<file path="src/sps_map.svh">
`ifndef SPS_MAP_SVH
`define SPS_MAP_SVH

// System clock rate in MHz
`define SPS_MCLK_MHZ        20

// Overcurrent blanking after each chopping turn-on, in ns
`define SPS_BLANK_NS        5500
// Least blanking rounds up to whole cycles
`define SPS_BLANK_CYC       ((`SPS_BLANK_NS * `SPS_MCLK_MHZ + 999) / 1000)
// Width of the blanking counter and its register field
`define SPS_BLANK_W         8

// Register byte offsets on the APB slave
`define SPS_ADDR_W          8
`define SPS_OFS_STATUS      8'h00
`define SPS_OFS_BLANK       8'h04

// Status word field positions
`define SPS_ST_POS_LSB      0
`define SPS_ST_EXC_BIT      3
`define SPS_ST_EDGE_BIT     4
`define SPS_ST_DIR_BIT      5
`define SPS_ST_EN_BIT       6
`define SPS_ST_OC_BIT       7
`define SPS_ST_OT_BIT       8
`define SPS_ST_DRV_LSB      9

// Coil pattern per half-step position, bits {a_fwd, a_rev, b_fwd, b_rev}
`define SPS_PAT_0           4'h9
`define SPS_PAT_1           4'h8
`define SPS_PAT_2           4'ha
`define SPS_PAT_3           4'h2
`define SPS_PAT_4           4'h6
`define SPS_PAT_5           4'h4
`define SPS_PAT_6           4'h5
`define SPS_PAT_7           4'h1

// Initial position after any reset
`define SPS_POS_INIT        3'h0

`endif

</file>
<file path="src/sps_pkg.sv">
package sps_pkg;

   // Position in the eight-entry half-step table
   typedef logic [2:0] sps_pos_t;

   // Four coil drives, {a_fwd, a_rev, b_fwd, b_rev}
   typedef logic [3:0] sps_drive_t;

   // Stepping order selected by the direction pin
   typedef enum logic {
      SPS_CW  = 1'b0,
      SPS_CCW = 1'b1
   } sps_dir_e;

   // Excitation pattern selected by the excitation pin
   typedef enum logic {
      SPS_FULL = 1'b0,
      SPS_HALF = 1'b1
   } sps_exc_e;

endpackage

</file>
<file path="src/sps_sync.sv">
`timescale 1ns/1ps
// Two-flop synchroniser, one lane per bit
module sps_sync #(
   parameter int W = 1
) (
   // Clock and reset
   input  wire logic         clk,
   input  wire logic         rst_n,
   // Asynchronous levels in, synchronised levels out
   input  wire logic [W-1:0] async_in,
   output logic      [W-1:0] sync_out
);

   logic [W-1:0] meta_reg;  // First stage, read only by the second

   // One pair of flops per bit
   genvar i;
   generate
      for (i = 0; i < W; i++) begin : g_lane
         always_ff @(posedge clk or negedge rst_n) begin
            if (!rst_n) begin
               meta_reg[i] <= 1'b0;
               sync_out[i] <= 1'b0;
            end else begin
               meta_reg[i] <= async_in[i];
               sync_out[i] <= meta_reg[i];
            end
         end
      end
   endgenerate

endmodule

</file>
<file path="src/sps_fault_latch.sv">
`timescale 1ns/1ps
`include "sps_map.svh"
// Latched overcurrent and overheat detection with turn-on blanking
module sps_fault_latch (
   // Clock and reset
   input  wire logic                    clk,
   input  wire logic                    rst_n,
   // Clear request, held while the sequencer reset pin is low
   input  wire logic                    clear,
   // Detection runs only while the device is enabled
   input  wire logic                    active,
   // Synchronised detector levels
   input  wire logic                    chop_on,
   input  wire logic                    over_current,
   input  wire logic                    over_heat,
   // Blanking length in cycles
   input  wire logic [`SPS_BLANK_W-1:0] blank_cycles,
   // Latched causes
   output logic                         oc_latched,
   output logic                         ot_latched
);

   logic                    chop_prev_reg;  // Last chop level, for turn-on edge
   logic [`SPS_BLANK_W-1:0] blank_reg;      // Cycles of blanking still to run
   logic                    chop_start;     // Turn-on of a chopping period
   logic                    oc_event;       // Qualified overcurrent

   assign chop_start = chop_on & ~chop_prev_reg;
   // Ringing right after turn-on must not trip the latch, nor in the turn-on cycle
   assign oc_event   = active & over_current & ~chop_start & (blank_reg == '0);

   // Chop edge history
   always_ff @(posedge clk or negedge rst_n) begin
      if (!rst_n) begin
         chop_prev_reg <= 1'b0;
      end else begin
         chop_prev_reg <= chop_on;
      end
   end

   // Blanking counter restarts on every turn-on while enabled
   always_ff @(posedge clk or negedge rst_n) begin
      if (!rst_n) begin
         blank_reg <= '0;
      end else if (active && chop_start) begin
         blank_reg <= blank_cycles;
      end else if (blank_reg != '0) begin
         blank_reg <= blank_reg - 1'b1;
      end
   end

   // Overcurrent latch, a new detection wins over a clear
   always_ff @(posedge clk or negedge rst_n) begin
      if (!rst_n) begin
         oc_latched <= 1'b0;
      end else if (oc_event) begin
         oc_latched <= 1'b1;
      end else if (clear) begin
         oc_latched <= 1'b0;
      end
   end

   // Overheat latch, same priority
   always_ff @(posedge clk or negedge rst_n) begin
      if (!rst_n) begin
         ot_latched <= 1'b0;
      end else if (active && over_heat) begin
         ot_latched <= 1'b1;
      end else if (clear) begin
         ot_latched <= 1'b0;
      end
   end

endmodule

</file>
<file path="src/sps_stepper_phase_sequencer.sv">
// Notes on behaviour
// Edge select high: step on rising edges only
// Edge select low: step on both edges
// Excitation low full step, high half step
// Direction low clockwise, high reverse order
// Reset release starts at first-fwd, second-rev
// Reset pin low holds the sequencer reset
// Enable low turns all coil drives off
// Enable high resumes from same position
// Fault pin pulled low on any detection
// Controller keeps modes still near step edges
// Controller limits step rate per mode
// Controller keeps step pulses wide enough
// Controller keeps both-edge duty 40 to 50%
// Controller keeps direction still near edges
// Detections latch until reset pin pulse
// Enable low freezes state against inputs
// Overcurrent blanked after each chopping turn-on
// Four two-on states, or eight alternating
// Mode change keeps the present phase position
// No step edges means excitation holds
`timescale 1ns/1ps
`include "sps_map.svh"
module sps_stepper_phase_sequencer (
   // System clock and power-on reset
   input  wire logic                   mclk,
   input  wire logic                   resetn,
   // Motion controller pins, asynchronous to mclk
   input  wire logic                   step_clock,
   input  wire logic                   step_edge_select,
   input  wire logic                   excitation_select,
   input  wire logic                   rotation_direction,
   input  wire logic                   sequencer_reset_n,
   input  wire logic                   enable,
   // Power stage detector pins, asynchronous to mclk
   input  wire logic                   chop_on,
   input  wire logic                   over_current,
   input  wire logic                   over_heat,
   // Coil drives
   output logic                        first_coil_fwd_drive,
   output logic                        first_coil_rev_drive,
   output logic                        second_coil_fwd_drive,
   output logic                        second_coil_rev_drive,
   // Open-drain fault flag, active low
   input  wire logic                   fault_n_in,
   output logic                        fault_n_out,
   output logic                        fault_n_oe,
   // APB slave
   input  wire logic                   psel,
   input  wire logic                   penable,
   input  wire logic                   pwrite,
   input  wire logic [`SPS_ADDR_W-1:0] paddr,
   input  wire logic [31:0]            pwdata,
   output logic [31:0]                 prdata,
   output logic                        pready,
   output logic                        pslverr
);

   // Reset release chain
   logic                    rst_meta_reg;   // First reset stage
   logic                    rst_n;          // Released reset for all logic

   // Synchronised pins
   logic [8:0]              pins_sync;      // All asynchronous inputs after two flops
   logic                    step_s;         // Step clock level
   logic                    edge_s;         // Edge select level
   logic                    exc_s;          // Excitation select level
   logic                    dir_s;          // Direction level
   logic                    seq_rst_n_s;    // Sequencer reset pin level
   logic                    en_s;           // Enable level
   logic                    chop_s;         // Chopper turn-on level
   logic                    oc_s;           // Overcurrent comparator level
   logic                    ot_s;           // Overheat comparator level

   // Sequencer state
   logic                    step_prev_reg;  // Step clock as last seen while enabled
   sps_pkg::sps_pos_t       pos_reg;        // Position in the half-step table
   sps_pkg::sps_pos_t       pos_next;       // Position after a step
   sps_pkg::sps_drive_t     pat;            // Pattern for the present position
   sps_pkg::sps_drive_t     drive_reg;      // Registered coil drives
   logic                    step_rise;      // Rising step edge seen
   logic                    step_fall;      // Falling step edge seen
   logic                    step_go;        // Advance one step this cycle
   logic                    fault_any;      // Either cause latched

   // Registers
   logic [`SPS_BLANK_W-1:0] blank_reg;      // Blanking length in cycles
   logic                    oc_latched;     // Overcurrent cause
   logic                    ot_latched;     // Overheat cause
   logic [31:0]             status_word;    // Live status view
   logic                    apb_setup;      // Setup phase of a transfer
   logic                    apb_write;      // Access phase of a write

   // Reset release through two flops; assertion stays asynchronous
   always_ff @(posedge mclk or negedge resetn) begin
      if (!resetn) begin
         rst_meta_reg <= 1'b0;
         rst_n        <= 1'b0;
      end else begin
         rst_meta_reg <= 1'b1;
         rst_n        <= rst_meta_reg;
      end
   end

   // Every controller and detector pin crosses two flops before any logic looks at it
   sps_sync #(
      .W (9)
   ) u_sync (
      .clk      (mclk),
      .rst_n    (rst_n),
      .async_in ({ot_s_pin(over_heat), over_current, chop_on, enable, sequencer_reset_n,
                  rotation_direction, excitation_select, step_edge_select, step_clock}),
      .sync_out (pins_sync)
   );

   assign step_s      = pins_sync[0];
   assign edge_s      = pins_sync[1];
   assign exc_s       = pins_sync[2];
   assign dir_s       = pins_sync[3];
   assign seq_rst_n_s = pins_sync[4];
   assign en_s        = pins_sync[5];
   assign chop_s      = pins_sync[6];
   assign oc_s        = pins_sync[7];
   assign ot_s        = pins_sync[8];

   // Pass-through kept as a function so the pin list above stays in one order
   function automatic logic ot_s_pin(input logic v);
      ot_s_pin = v;
   endfunction

   // Step clock history; frozen while disabled, so a level left changed during the
   // disabled time is taken as an edge once enable returns
   always_ff @(posedge mclk or negedge rst_n) begin
      if (!rst_n) begin
         step_prev_reg <= 1'b0;
      end else if (en_s) begin
         step_prev_reg <= step_s;
      end
   end

   // Edge decode, on the second synchroniser stage only
   assign step_rise = step_s & ~step_prev_reg;
   assign step_fall = ~step_s & step_prev_reg;

   // Falling edges count only in both-edge mode; nothing steps while
   // disabled, in reset or under a latched fault
   always_comb begin
      step_go = 1'b0;
      if (en_s && seq_rst_n_s && !fault_any) begin
         if (edge_s) begin
            step_go = step_rise;
         end else begin
            step_go = step_rise | step_fall;
         end
      end
   end

   // Next position: half step moves one entry; full step moves two from an
   // even entry, and from an odd entry left by half step moves one so that
   // the rotor phase is kept rather than restarted
   always_comb begin
      pos_next = pos_reg;
      if (exc_s == sps_pkg::SPS_HALF || pos_reg[0]) begin
         if (dir_s == sps_pkg::SPS_CW) begin
            pos_next = pos_reg + 3'h1;
         end else begin
            pos_next = pos_reg - 3'h1;
         end
      end else begin
         if (dir_s == sps_pkg::SPS_CW) begin
            pos_next = pos_reg + 3'h2;
         end else begin
            pos_next = pos_reg - 3'h2;
         end
      end
   end

   // Position register; the reset pin holds the initial entry, so release
   // starts from the first-forward, second-reverse pair
   always_ff @(posedge mclk or negedge rst_n) begin
      if (!rst_n) begin
         pos_reg <= `SPS_POS_INIT;
      end else if (!seq_rst_n_s) begin
         pos_reg <= `SPS_POS_INIT;
      end else if (step_go) begin
         pos_reg <= pos_next;
      end
      // Without a step the position simply holds
   end

   // Pattern table; even entries have two adjacent coils on, odd ones one
   always_comb begin
      case (pos_reg)
         3'h0:    pat = `SPS_PAT_0;
         3'h1:    pat = `SPS_PAT_1;
         3'h2:    pat = `SPS_PAT_2;
         3'h3:    pat = `SPS_PAT_3;
         3'h4:    pat = `SPS_PAT_4;
         3'h5:    pat = `SPS_PAT_5;
         3'h6:    pat = `SPS_PAT_6;
         default: pat = `SPS_PAT_7;
      endcase
   end

   // Coil drives from flops; off while disabled, in reset or faulted, and
   // back to the held position as soon as enable returns
   always_ff @(posedge mclk or negedge rst_n) begin
      if (!rst_n) begin
         drive_reg <= 4'h0;
      end else if (!en_s || !seq_rst_n_s || fault_any) begin
         drive_reg <= 4'h0;
      end else begin
         drive_reg <= pat;
      end
   end

   assign first_coil_fwd_drive  = drive_reg[3];
   assign first_coil_rev_drive  = drive_reg[2];
   assign second_coil_fwd_drive = drive_reg[1];
   assign second_coil_rev_drive = drive_reg[0];

   // Detection latches; the reset pin low clears them
   sps_fault_latch u_fault (
      .clk          (mclk),
      .rst_n        (rst_n),
      .clear        (~seq_rst_n_s),
      .active       (en_s),
      .chop_on      (chop_s),
      .over_current (oc_s),
      .over_heat    (ot_s),
      .blank_cycles (blank_reg),
      .oc_latched   (oc_latched),
      .ot_latched   (ot_latched)
   );

   assign fault_any = oc_latched | ot_latched;

   // Open drain: only ever pulls low, never drives high
   assign fault_n_out = 1'b0;
   assign fault_n_oe  = fault_any;

   // APB phases; the slave never stretches an access
   assign apb_setup = psel & ~penable;
   assign apb_write = psel & penable & pwrite;
   assign pready    = 1'b1;

   // Unmapped addresses answer with an error in the access phase
   always_comb begin
      pslverr = 1'b0;
      if (psel && penable) begin
         if (paddr == `SPS_OFS_STATUS) begin
            pslverr = pwrite;
         end else if (paddr == `SPS_OFS_BLANK) begin
            pslverr = 1'b0;
         end else begin
            pslverr = 1'b1;
         end
      end
   end

   // Live status view, including the inverted wired level of the fault line
   always_comb begin
      status_word = 32'h0000_0000;
      status_word[`SPS_ST_POS_LSB +: 3] = pos_reg;
      status_word[`SPS_ST_EXC_BIT]      = exc_s;
      status_word[`SPS_ST_EDGE_BIT]     = edge_s;
      status_word[`SPS_ST_DIR_BIT]      = dir_s;
      status_word[`SPS_ST_EN_BIT]       = en_s;
      status_word[`SPS_ST_OC_BIT]       = oc_latched;
      status_word[`SPS_ST_OT_BIT]       = ot_latched;
      status_word[`SPS_ST_DRV_LSB +: 4] = drive_reg;
      status_word[13]                   = ~fault_n_in;
   end

   // Blanking length, written by software; default is the documented time
   always_ff @(posedge mclk or negedge rst_n) begin
      if (!rst_n) begin
         blank_reg <= `SPS_BLANK_W'(`SPS_BLANK_CYC);
      end else if (apb_write && paddr == `SPS_OFS_BLANK) begin
         blank_reg <= pwdata[`SPS_BLANK_W-1:0];
      end
   end

   // Read data is captured in the setup phase and stands for the access
   always_ff @(posedge mclk or negedge rst_n) begin
      if (!rst_n) begin
         prdata <= 32'h0000_0000;
      end else if (apb_setup && !pwrite) begin
         if (paddr == `SPS_OFS_STATUS) begin
            prdata <= status_word;
         end else if (paddr == `SPS_OFS_BLANK) begin
            prdata <= {{(32-`SPS_BLANK_W){1'b0}}, blank_reg};
         end else begin
            prdata <= 32'h0000_0000;
         end
      end
   end

endmodule

</file>
<file path="config.mk">
export PLATFORM = sky130hd
export DESIGN_NAME = sps_stepper_phase_sequencer
export DESIGN_NICKNAME = d
export VERILOG_FILES = /design/src/sps_pkg.sv /design/src/sps_sync.sv /design/src/sps_fault_latch.sv /design/src/sps_stepper_phase_sequencer.sv
export VERILOG_INCLUDE_DIRS = /design/src
export SDC_FILE = /design/constraint.sdc
export NUM_CORES = 1
export LEC_CHECK = 0
export BUFFER_PORTS_ARGS = -buffer_cell sky130_fd_sc_hd__buf_2
export CAP_MARGIN = 25
export CORE_MARGIN = 5
export CORE_UTILIZATION = 50
export DETAILED_ROUTE_END_ITERATION = 8
export PLACE_DENSITY_LB_ADDON = 0.15
export SLEW_MARGIN = 20
export SYNTH_ARGS = -nofsm -noshare
export SYNTH_HDL_FRONTEND = slang
export SYNTH_HIERARCHICAL = 1
export SYNTH_SLANG_ARGS = --single-unit
</file>
<file path="constraint.sdc">
create_clock -name mclk -period 4.2 [get_ports mclk]
set_input_delay 0.63 -clock mclk [delete_from_list [all_inputs] [get_ports mclk]]
set_output_delay 0.63 -clock mclk [all_outputs]
set_load 0.005 [all_outputs]
</file>
After elaboration in Yosys (flattened, before gate mapping)

Cells that the tools add are included.

$add $sub $neg: 5
$mul: 0
Div/mod/pow operators: 0
Magnitude comparators: 0
Equal/unequal tests: 10
Shift operators: 0
Muxes and demuxes: 19
Bitwise logic cells: 17
Reductions and logical operators: 19

Operators by type and width:

| operator                                         | count |
|---|---|
| two-way mux 32 bit                               | 1 |
| one-hot mux 4 bit (7 select lines)               | 1 |
| two-way mux 8 bit                                | 3 |
| zero test 8 bit                                  | 2 |
| two-way mux 3 bit                                | 5 |
| bitwise AND 1 bit                                | 9 |
| == test 3 bit, second input constant             | 3 |
| == test 8 x 3 -> 1 bit, second input constant    | 1 |
| two-way mux 1 bit                                | 8 |
| nonzero test 8 bit                               | 1 |
| subtractor 8 x 1 -> 8 bit, second input constant | 1 |
| logical AND 1 bit                                | 7 |
| == test 3 x 2 -> 1 bit, second input constant    | 2 |
| inverter 1 bit                                   | 6 |
| zero test 1 bit                                  | 4 |
| two-way mux 4 bit                                | 1 |
| != test 2 x 1 -> 1 bit, second input constant    | 2 |
| adder 3 x 1 -> 3 bit, second input constant      | 1 |
| adder 3 x 2 -> 3 bit, second input constant      | 1 |
| == test 3 x 1 -> 1 bit, second input constant    | 1 |
| zero test 3 bit                                  | 1 |
| logical OR 1 bit                                 | 3 |
| subtractor 3 x 1 -> 3 bit, second input constant | 1 |
| subtractor 3 x 2 -> 3 bit, second input constant | 1 |
| other kinds (3)                                  | 4 |

Register bits: 79
Bits in latches: 0
RAM bits: 0
Memory bits (read-only): 0
Input bits: 55
Output and inout bits: 40
Word-level logic and storage cells: 99
Memories: 0

Longest topological paths before layout

Gate-level depths: netlist of the first run.

Depth in word-level cells: 7
Depth in mapped cells: 6
Depth with buffers taken out: 6

Cells and area by module

Netlist of the first run, hierarchy kept.

Modules (own cells, without submodules):

| module                      | times used | cells an instance | area each (um^2) | sequential area each (um^2) |
|---|---|---|---|---|
| sps_stepper_phase_sequencer | 1          | 145               | 1,694.1          | 807.0 |
| sps_fault_latch             | 1          | 67                | 621.8            | 275.3 |
| sps_sync                    | 1          | 18                | 450.4            | 450.4 |

Worst setup path after synthesis of the first run

No wires, ideal clock.

Path type: input to output
Start: in paddr[5]
End: out pslverr
Data arrival time: 1,480 ps
Data required time: 3,570 ps
Slack: 2,090 ps
Stages: 3
Buffers on the path: 0
Cell sequence: or4_4 nor4_4 a21oi_1

Word-level cells in the longest chain between the ends: 4
Elaborated cells on any way between the ends: 5
Those cells by class: eq/ne: 1; mux: 3; reduce/logical: 1

Ends and longest elaborated chain:

| element                                 | RTL line                           | source |
|---|---|---|
| start: declaration                      | sps_stepper_phase_sequencer.sv:52  | `` input wire logic [`SPS_ADDR_W-1:0] paddr, `` |
| == test 8 x 3 -> 1 bit (no source line) | --                                 |  |
| two-way mux 1 bit                       | sps_stepper_phase_sequencer.sv:253 | `` end else if (paddr == `SPS_OFS_BLANK) begin `` |
| two-way mux 1 bit *                     | sps_stepper_phase_sequencer.sv:251 | `` if (paddr == `SPS_OFS_STATUS) begin `` |
| two-way mux 1 bit *                     | sps_stepper_phase_sequencer.sv:250 | `if (psel && penable) begin` |
| end: declaration                        | sps_stepper_phase_sequencer.sv:56  | `output logic pslverr` |

Mark *: on every way between the ends. The rest lies on a longest branch, timed or not.

Worst setup path in the final report of the first run

Ends and elaborated chain as after synthesis.

==> results.md, run 1 <==
- First-pass DRT Iterations: 4
- HP Class: primary input to async pin
- Most used DFF post-synth: dfrtp_1
- Library cells used by synthesis: 51
- FMAX: 419 MHz
- TritonCTS buffer count: 9
- Gpl congestion: between 0.8 and 0.9
- Static leakage: ~1.6 nW
- Synth top area share: 0.507
- CTS Sinks: ~60
- Placed cell area: between 2000 and 3000 µm²
- Core footprint: roughly 5400 µm²
- Clock Latency Late Sink: 340 ps
- Wire length per cell: ~14 µm
- Worst clock skew: about 8 ps
- Post-route ant nets: 0
- Final setup fails: 0
- Clk root buf: clkbuf_8
- Vias in the first global route: ~1700
- Total wire length: around 5200 µm
- DIE AREA: 7120 µm²
- Share of layout cells above drive strength 1: 0.368
- Sequential area share after synthesis: 0.554
- Hold-fix buffers at CTS: 0
- Outcome: complete, no violations
- Core Rows: 27
- Critical path class: primary input to output port
- First-pass GRT wire length: about 8600 µm
- Syn. warnings: 6
- # IOs: 95
- Final Max Tran Viols: 0
- Largest net degree at the start of global routing: between 40 and 50
- Flops & latches, synth: approximately 60
- DP HPWL: 3650 µm
- Die height: roughly 84 µm
- Final hold vios: 0
- Detailed-route via count: ~1900
- VDD IR max: 273 µV
- Clock period minus worst slack: roughly 2400 ps
- Vias/cell: 5.18
- Fillers: roughly 480
- Post-CTS setup buffers: 0
- Post_cts resized: 0
- Total grt overflow: 0
- Most frequent cells in the layout: 55 x dfrtp_1, 50 x buf_2, 21 x conb_1
- Tot GR Track Use: 0.157
- Commonest non-fill, non-tap cell in the layout: dfrtp_1
- Deepest clock path buffer count: 2
- Period utilization: 0.568
- Worst r2r src: u_fault/blank_reg[2]
- Critical Path RT: ~3600 ps
- Crit start category: primary input
- Port Buf Inserts: 50
- Worst-Margin Slew: between 600 and 700 ps
- Cell taking the most area after synthesis: dfrtp_1
- Synth area leaders: dfrtp_1 51%, buf_4 5.4%, dfstp_2 4.7%, ha_1 3.6%, a221o_2 3.3%
- Antenna diode count: 0
- P&R area growth vs syn: 15.6%
- EDFF count, synth: 0
- Post-Synthesis Cells: between 200 and 250
- Nets: between 300 and 400
- Total of max-cap violations: 0
- Worst Setup SP: paddr[5]
- RSZ-0062 raised after global routing: no
- CP Data Arrival Time: ~1800 ps
- Starting Density: 0.509
- Critical Path Fanout Max: 4
- Power Total: ~1.5 mW
- Post-route non-filler standard cell count: 360
- Mapped Area: approximately 2800 µm²
- Clock slew at the register clock pins of the worst setup and hold paths: around 70 ps
- Power Density: 456 nW/µm²
- DR iter-0 viols: roughly 180
- Number of antenna violations at the first check in global routing: 0
- Setup TNS: 0 ps
- Crit. End Element: output port
- TritonCTS clock tree: done
- Hold_ws: ~63 ps
- Cells after DPL: between 300 and 400
- Post-synth ARST share: 1.00
- DRC violations left: 0
- Post-Layout Inst Area: roughly 3200 µm²
- H-Tree Depth: 3
- Slew margin rel.: 0.561
- Die Width: 84.4 µm
- Syn Area/Cell: 12.0 µm²
- Max reg flops: 14
-- area by class of cell --
type / count / area (µm²) / area share
clock buffers: 10 / 138 / 0.0431
clock inverters: 6 / 86.3 / 0.0270
well taps: 72 / 90.1 / 0.0282
repair buffers: 51 / 258 / 0.0806
inverters: 14 / 52.6 / 0.0164
flip-flops and latches: 61 / 1530 / 0.480
multi-input cells: 146 / 1040 / 0.325
-- synthesized netlist by cell type, drive strengths merged, types with 2 or more instances --
cell	number
mux2i	3
nand2	6
or4	6
a21oi	4
nor2	13
dfstp	5
or3b	2
and2	9
buf	23
nand2b	2
or3	3
a221o	8
nand3	4
inv	14
nor3b	3
a31oi	6
mux2	8
a22o	6
clkbuf	5
o21ai	8
nor3	5
and3	2
dfrtp	56
nor4	2
conb	2
xnor2	2
o31ai	2
ha	8
-- per-layer routing --
metal	up-vias	GRT usage	wire length [µm]
li1	885	-	-
met1	901	0.212	2470
met2	71	0.220	2280
met3	8	0.0658	370
met4	0	0.0691	89
met5	-	0	0
-- where the power goes --
group	internal (mW)	switching, mW
registers	0.640	0.0593
logic	0.0834	0.100
clock network	0.349	0.225
total	1.07	0.385
-- kinds of logic (layout without fill, tap and decap cells) --
family	after synthesis	after routing	share of synthesized area
other	2	21	0.00271
DFF	61	61	0.554
xor gates and xnor gates	2	2	0.00633
AOI/OAI and AO/OA	43	43	0.122
buffers and inverters	42	81	0.0963
adders and majority gates	8	8	0.0362
muxes	11	11	0.0434
and+or+nand+nor	61	61	0.139
-- per-stage QoR --
stage,utilization,worst slack (ps)
2_1_floorplan,-,2090
3_3_place_gp,0.547,1730
3_5_place_dp,0.547,1710
4_1_cts,0.588,1810
5_1_grt,0.588,1750
6_report,0.588,1810
-- critical path: stages --
cell and delay [ps]:
buf_2 100, or4_4 530, nor4_4 250, a21oi_1 110, buf_2 140
-- worst paths after layout --
check | slack (ps) | depth (start not counted) | to
setup / recovery | 1810 | 5 | pslverr
hold / removal | 60 | 1 | rst_meta_reg
setup reg to reg | 2300 | 3 | u_fault/blank_reg[7]
hold reg to reg | 140 | 0 | u_sync/meta_reg[0]
max in group asynchronous | 3200 | 1 | u_fault/blank_reg[7]
min in group mclk | 350 | 0 | u_sync/sync_out[3]
Note: power is estimated with default switching activity, not from simulation.
==> inputs of run 2 (changes only) <==
==> constraint.sdc (replaced) <==
create_clock -name mclk -period 2.4 [get_ports mclk]
set_input_delay 0.36 -clock mclk [delete_from_list [all_inputs] [get_ports mclk]]
set_output_delay 0.36 -clock mclk [all_outputs]
set_load 0.005 [all_outputs]
==> run 2 against run 1 <==
Compared with the run above:
- worst hold slack better by 58 ps
- count of clock-buffer cells in the layout is 3 higher
- setup slack worse by 1300 ps
- combinational power is 76% higher
- sequential share of layout area hardly changed
- utilization hardly changed
==> results.md, run 2 (synthesis results as in run 1) <==
- HP Class: primary input to flip-flop (was primary input to async pin)
- Starting Density: 0.509 (unchanged)
- Outcome: complete, no violations (unchanged)
- P&R area growth vs syn: 15.6% (about the same)
- Clock Latency Late Sink: 340 ps (about the same)
- First-pass GRT wire length: 8780 µm (was 8630 µm)
- First-pass DRT Iterations: 4 (unchanged)
- Final hold vios: 0 (unchanged)
- Comb pwr share: 0.134 (was 0.126)
- Final setup fails: 0 (unchanged)
- Vias in the first global route: 1782 (was 1718)
- Worst setup margin: 509 ps (was 1810 ps)
- Most frequent cells in the layout: 55 x dfrtp_1, 50 x buf_2, 21 x conb_1 (unchanged)
- Internal power: 1.75 mW (was 1.07 mW)
- Die Width: 84.4 µm (unchanged)
- Crit start category: flip-flop (was primary input)
- Clock share of power: 0.360 (was 0.394)
- Tot GR Track Use: 0.157 (about the same)
- Critical path class: flip-flop to flip-flop (was primary input to output port)
- Clock slew at the register clock pins of the worst setup and hold paths: 70 ps (about the same)
- Worst Setup Slack post-DPL: 367 ps (was 1710 ps)
- Critical Path RT: 2660 ps (was 3570 ps)
- Static leakage: 1.60 nW (was 1.59 nW)
- Gpl congestion: 0.826 (was 0.855)
- Power Total: 2.41 mW (was 1.46 mW)
- DIE AREA: 7120 µm² (unchanged)
- Top cell by count, worst path: or4_1 (was buf_2)
- Vias/cell: 5.00 (was 5.18)
- RSZ-0062 raised after global routing: no (unchanged)
- CP Data Arrival Time: 2150 ps (was 1760 ps)
- Worst path slowest cell: or4_1 (was or4_4)
- Number of antenna violations at the first check in global routing: 0 (unchanged)
- Clock period minus worst slack: ~1900 ps
- Core Rows: 27 (unchanged)
- Core Util, Final: 0.588 (about the same)
- H-Tree Depth: 3 (unchanged)
- Antenna diode count: 0 (unchanged)
- Final Max Tran Viols: 0 (unchanged)
- Period utilization: 0.788
- Critical Path Fanout Max: 8 (was 4)
- FMAX: between 500 and 600 MHz
- DR iter-0 viols: 133 (was 182)
- Core footprint: 5440 µm² (unchanged)
- Psw: 660 µW (was 385 µW)
- Commonest non-fill, non-tap cell in the layout: dfrtp_1 (unchanged)
- Slew margin rel.: 0.554 (was 0.561)
- DP HPWL: 3710 µm (was 3650 µm)
- TritonCTS clock tree: done (unchanged)
- Largest net degree at the start of global routing: 41 (was 48)
- Max reg flops: 14 (unchanged)
- Total grt overflow: 0 (unchanged)
- DRC violations left: 0 (unchanged)
- Worst-Margin Slew: 662 ps (was 653 ps)
- Setup TNS: 0 ps (unchanged)
- Total wire length: 5200 µm (was 5210 µm)
- Clk root buf: clkbuf_8 (unchanged)
- CTS Sinks: 61 (unchanged)
- Power Density: 754 nW/µm² (was 456 nW/µm²)
- Switching part of the total: 0.273 (was 0.264)
- # IOs: 95 (unchanged)
- Crit. End Element: flip-flop (was output port)
- Deepest clock path buffer count: 2 (unchanged)
- Die height: 84.4 µm (unchanged)
- Post_cts resized: 0 (unchanged)
- Port Buf Inserts: 50 (unchanged)
- Wire length per cell: 14.4 µm (was 14.5 µm)
- Detailed-route via count: 1810 (was 1865)
- Worst path cell trace: or4_1 > or4_1 > a31oi_1 (was buf_2 > or4_4 > nor4_4 > a21oi_1 > buf_2)
- VDD IR max: 478 µV (was 273 µV)
- Worst clock skew: 7.25 ps (was 8.17 ps)
- Sequential power share: 0.506 (was 0.480)
- Post-CTS setup buffers: 0 (unchanged)
- TritonCTS buffer count: 9 (unchanged)
- Largest stage delay, worst path: 670 ps (was 530 ps)
- Fillers: 478 (was 475)
- Nets: 348 (was 346)
- Share of layout cells above drive strength 1: 0.369 (was 0.368)
- Total of max-cap violations: 0 (unchanged)
- Hold_ws: 121 ps (was 63.4 ps)
- Post-route ant nets: 0 (unchanged)
## run 2: final cells by class
cell class	instances	area, µm²	area share
timing repair buffer	53	288	0.0899
inverter	14	52.6	0.0164
multi-input combinational	146	1040	0.325
sequential	61	1530	0.479
clock inverter	3	17.5	0.00548
tap	72	90.1	0.0282
clock buffer	13	179	0.0559
## run 2: worst paths after layout
path                                      startpoint                    to  slack (ps)  cells after the start
max in group asynchronous                      rst_n          blank_reg[3]        1570                      1
worst min-delay path                         chop_on    u_sync/meta_reg[6]         120                      1
worst max register to register  u_fault/blank_reg[2]  u_fault/blank_reg[7]         510                      3
min in group asynchronous                      rst_n    u_fault/ot_latched         220                      0
worst max-delay path            u_fault/blank_reg[2]  u_fault/blank_reg[7]         510                      3
worst min register to register                 rst_n    u_fault/ot_latched         220                      0
## run 2: per-layer routing
metal  up-vias  track usage  share of wire
li1        885            -              -
met1       860        0.214           0.47
met2        56        0.226           0.44
met3         9       0.0461          0.074
met4         0       0.0863          0.019
met5         -            0              0
## run 2: metrics by stage
step / instance area, µm² / std cells
detailed placement: 2990 / 345
finish: 3200 / 362
global route: 3200 / 362
global placement: 2990 / 345
floorplan: 2840 / 249
CTS: 3200 / 362
## run 2: power groups by stage
stage	Combinational, mW	Sequential [mW]	Clock [mW]
2_1_floorplan	0.285	1.21	0
3_3_place_gp	0.311	1.24	0
4_1_cts	0.322	1.22	0.891
6_report	0.323	1.22	0.869
5_1_grt	0.362	1.24	0.944
3_5_place_dp	0.320	1.24	0
## run 2: repair_timing
| item | CTS | global route |
|---|---|---|
| hold buffers | 1 | 0 |
| setup endpoints to repair | 0 | 0 |
| hold endpoints to repair | 2 | 0 |
## run 2: worst max-delay path, delay by kind of cell, from the launching register on
family,cells,cell delay [ps]
flip-flops,1,450
AND/OR/NAND/NOR,2,1190
AO/OA/AOI/OAI,1,170
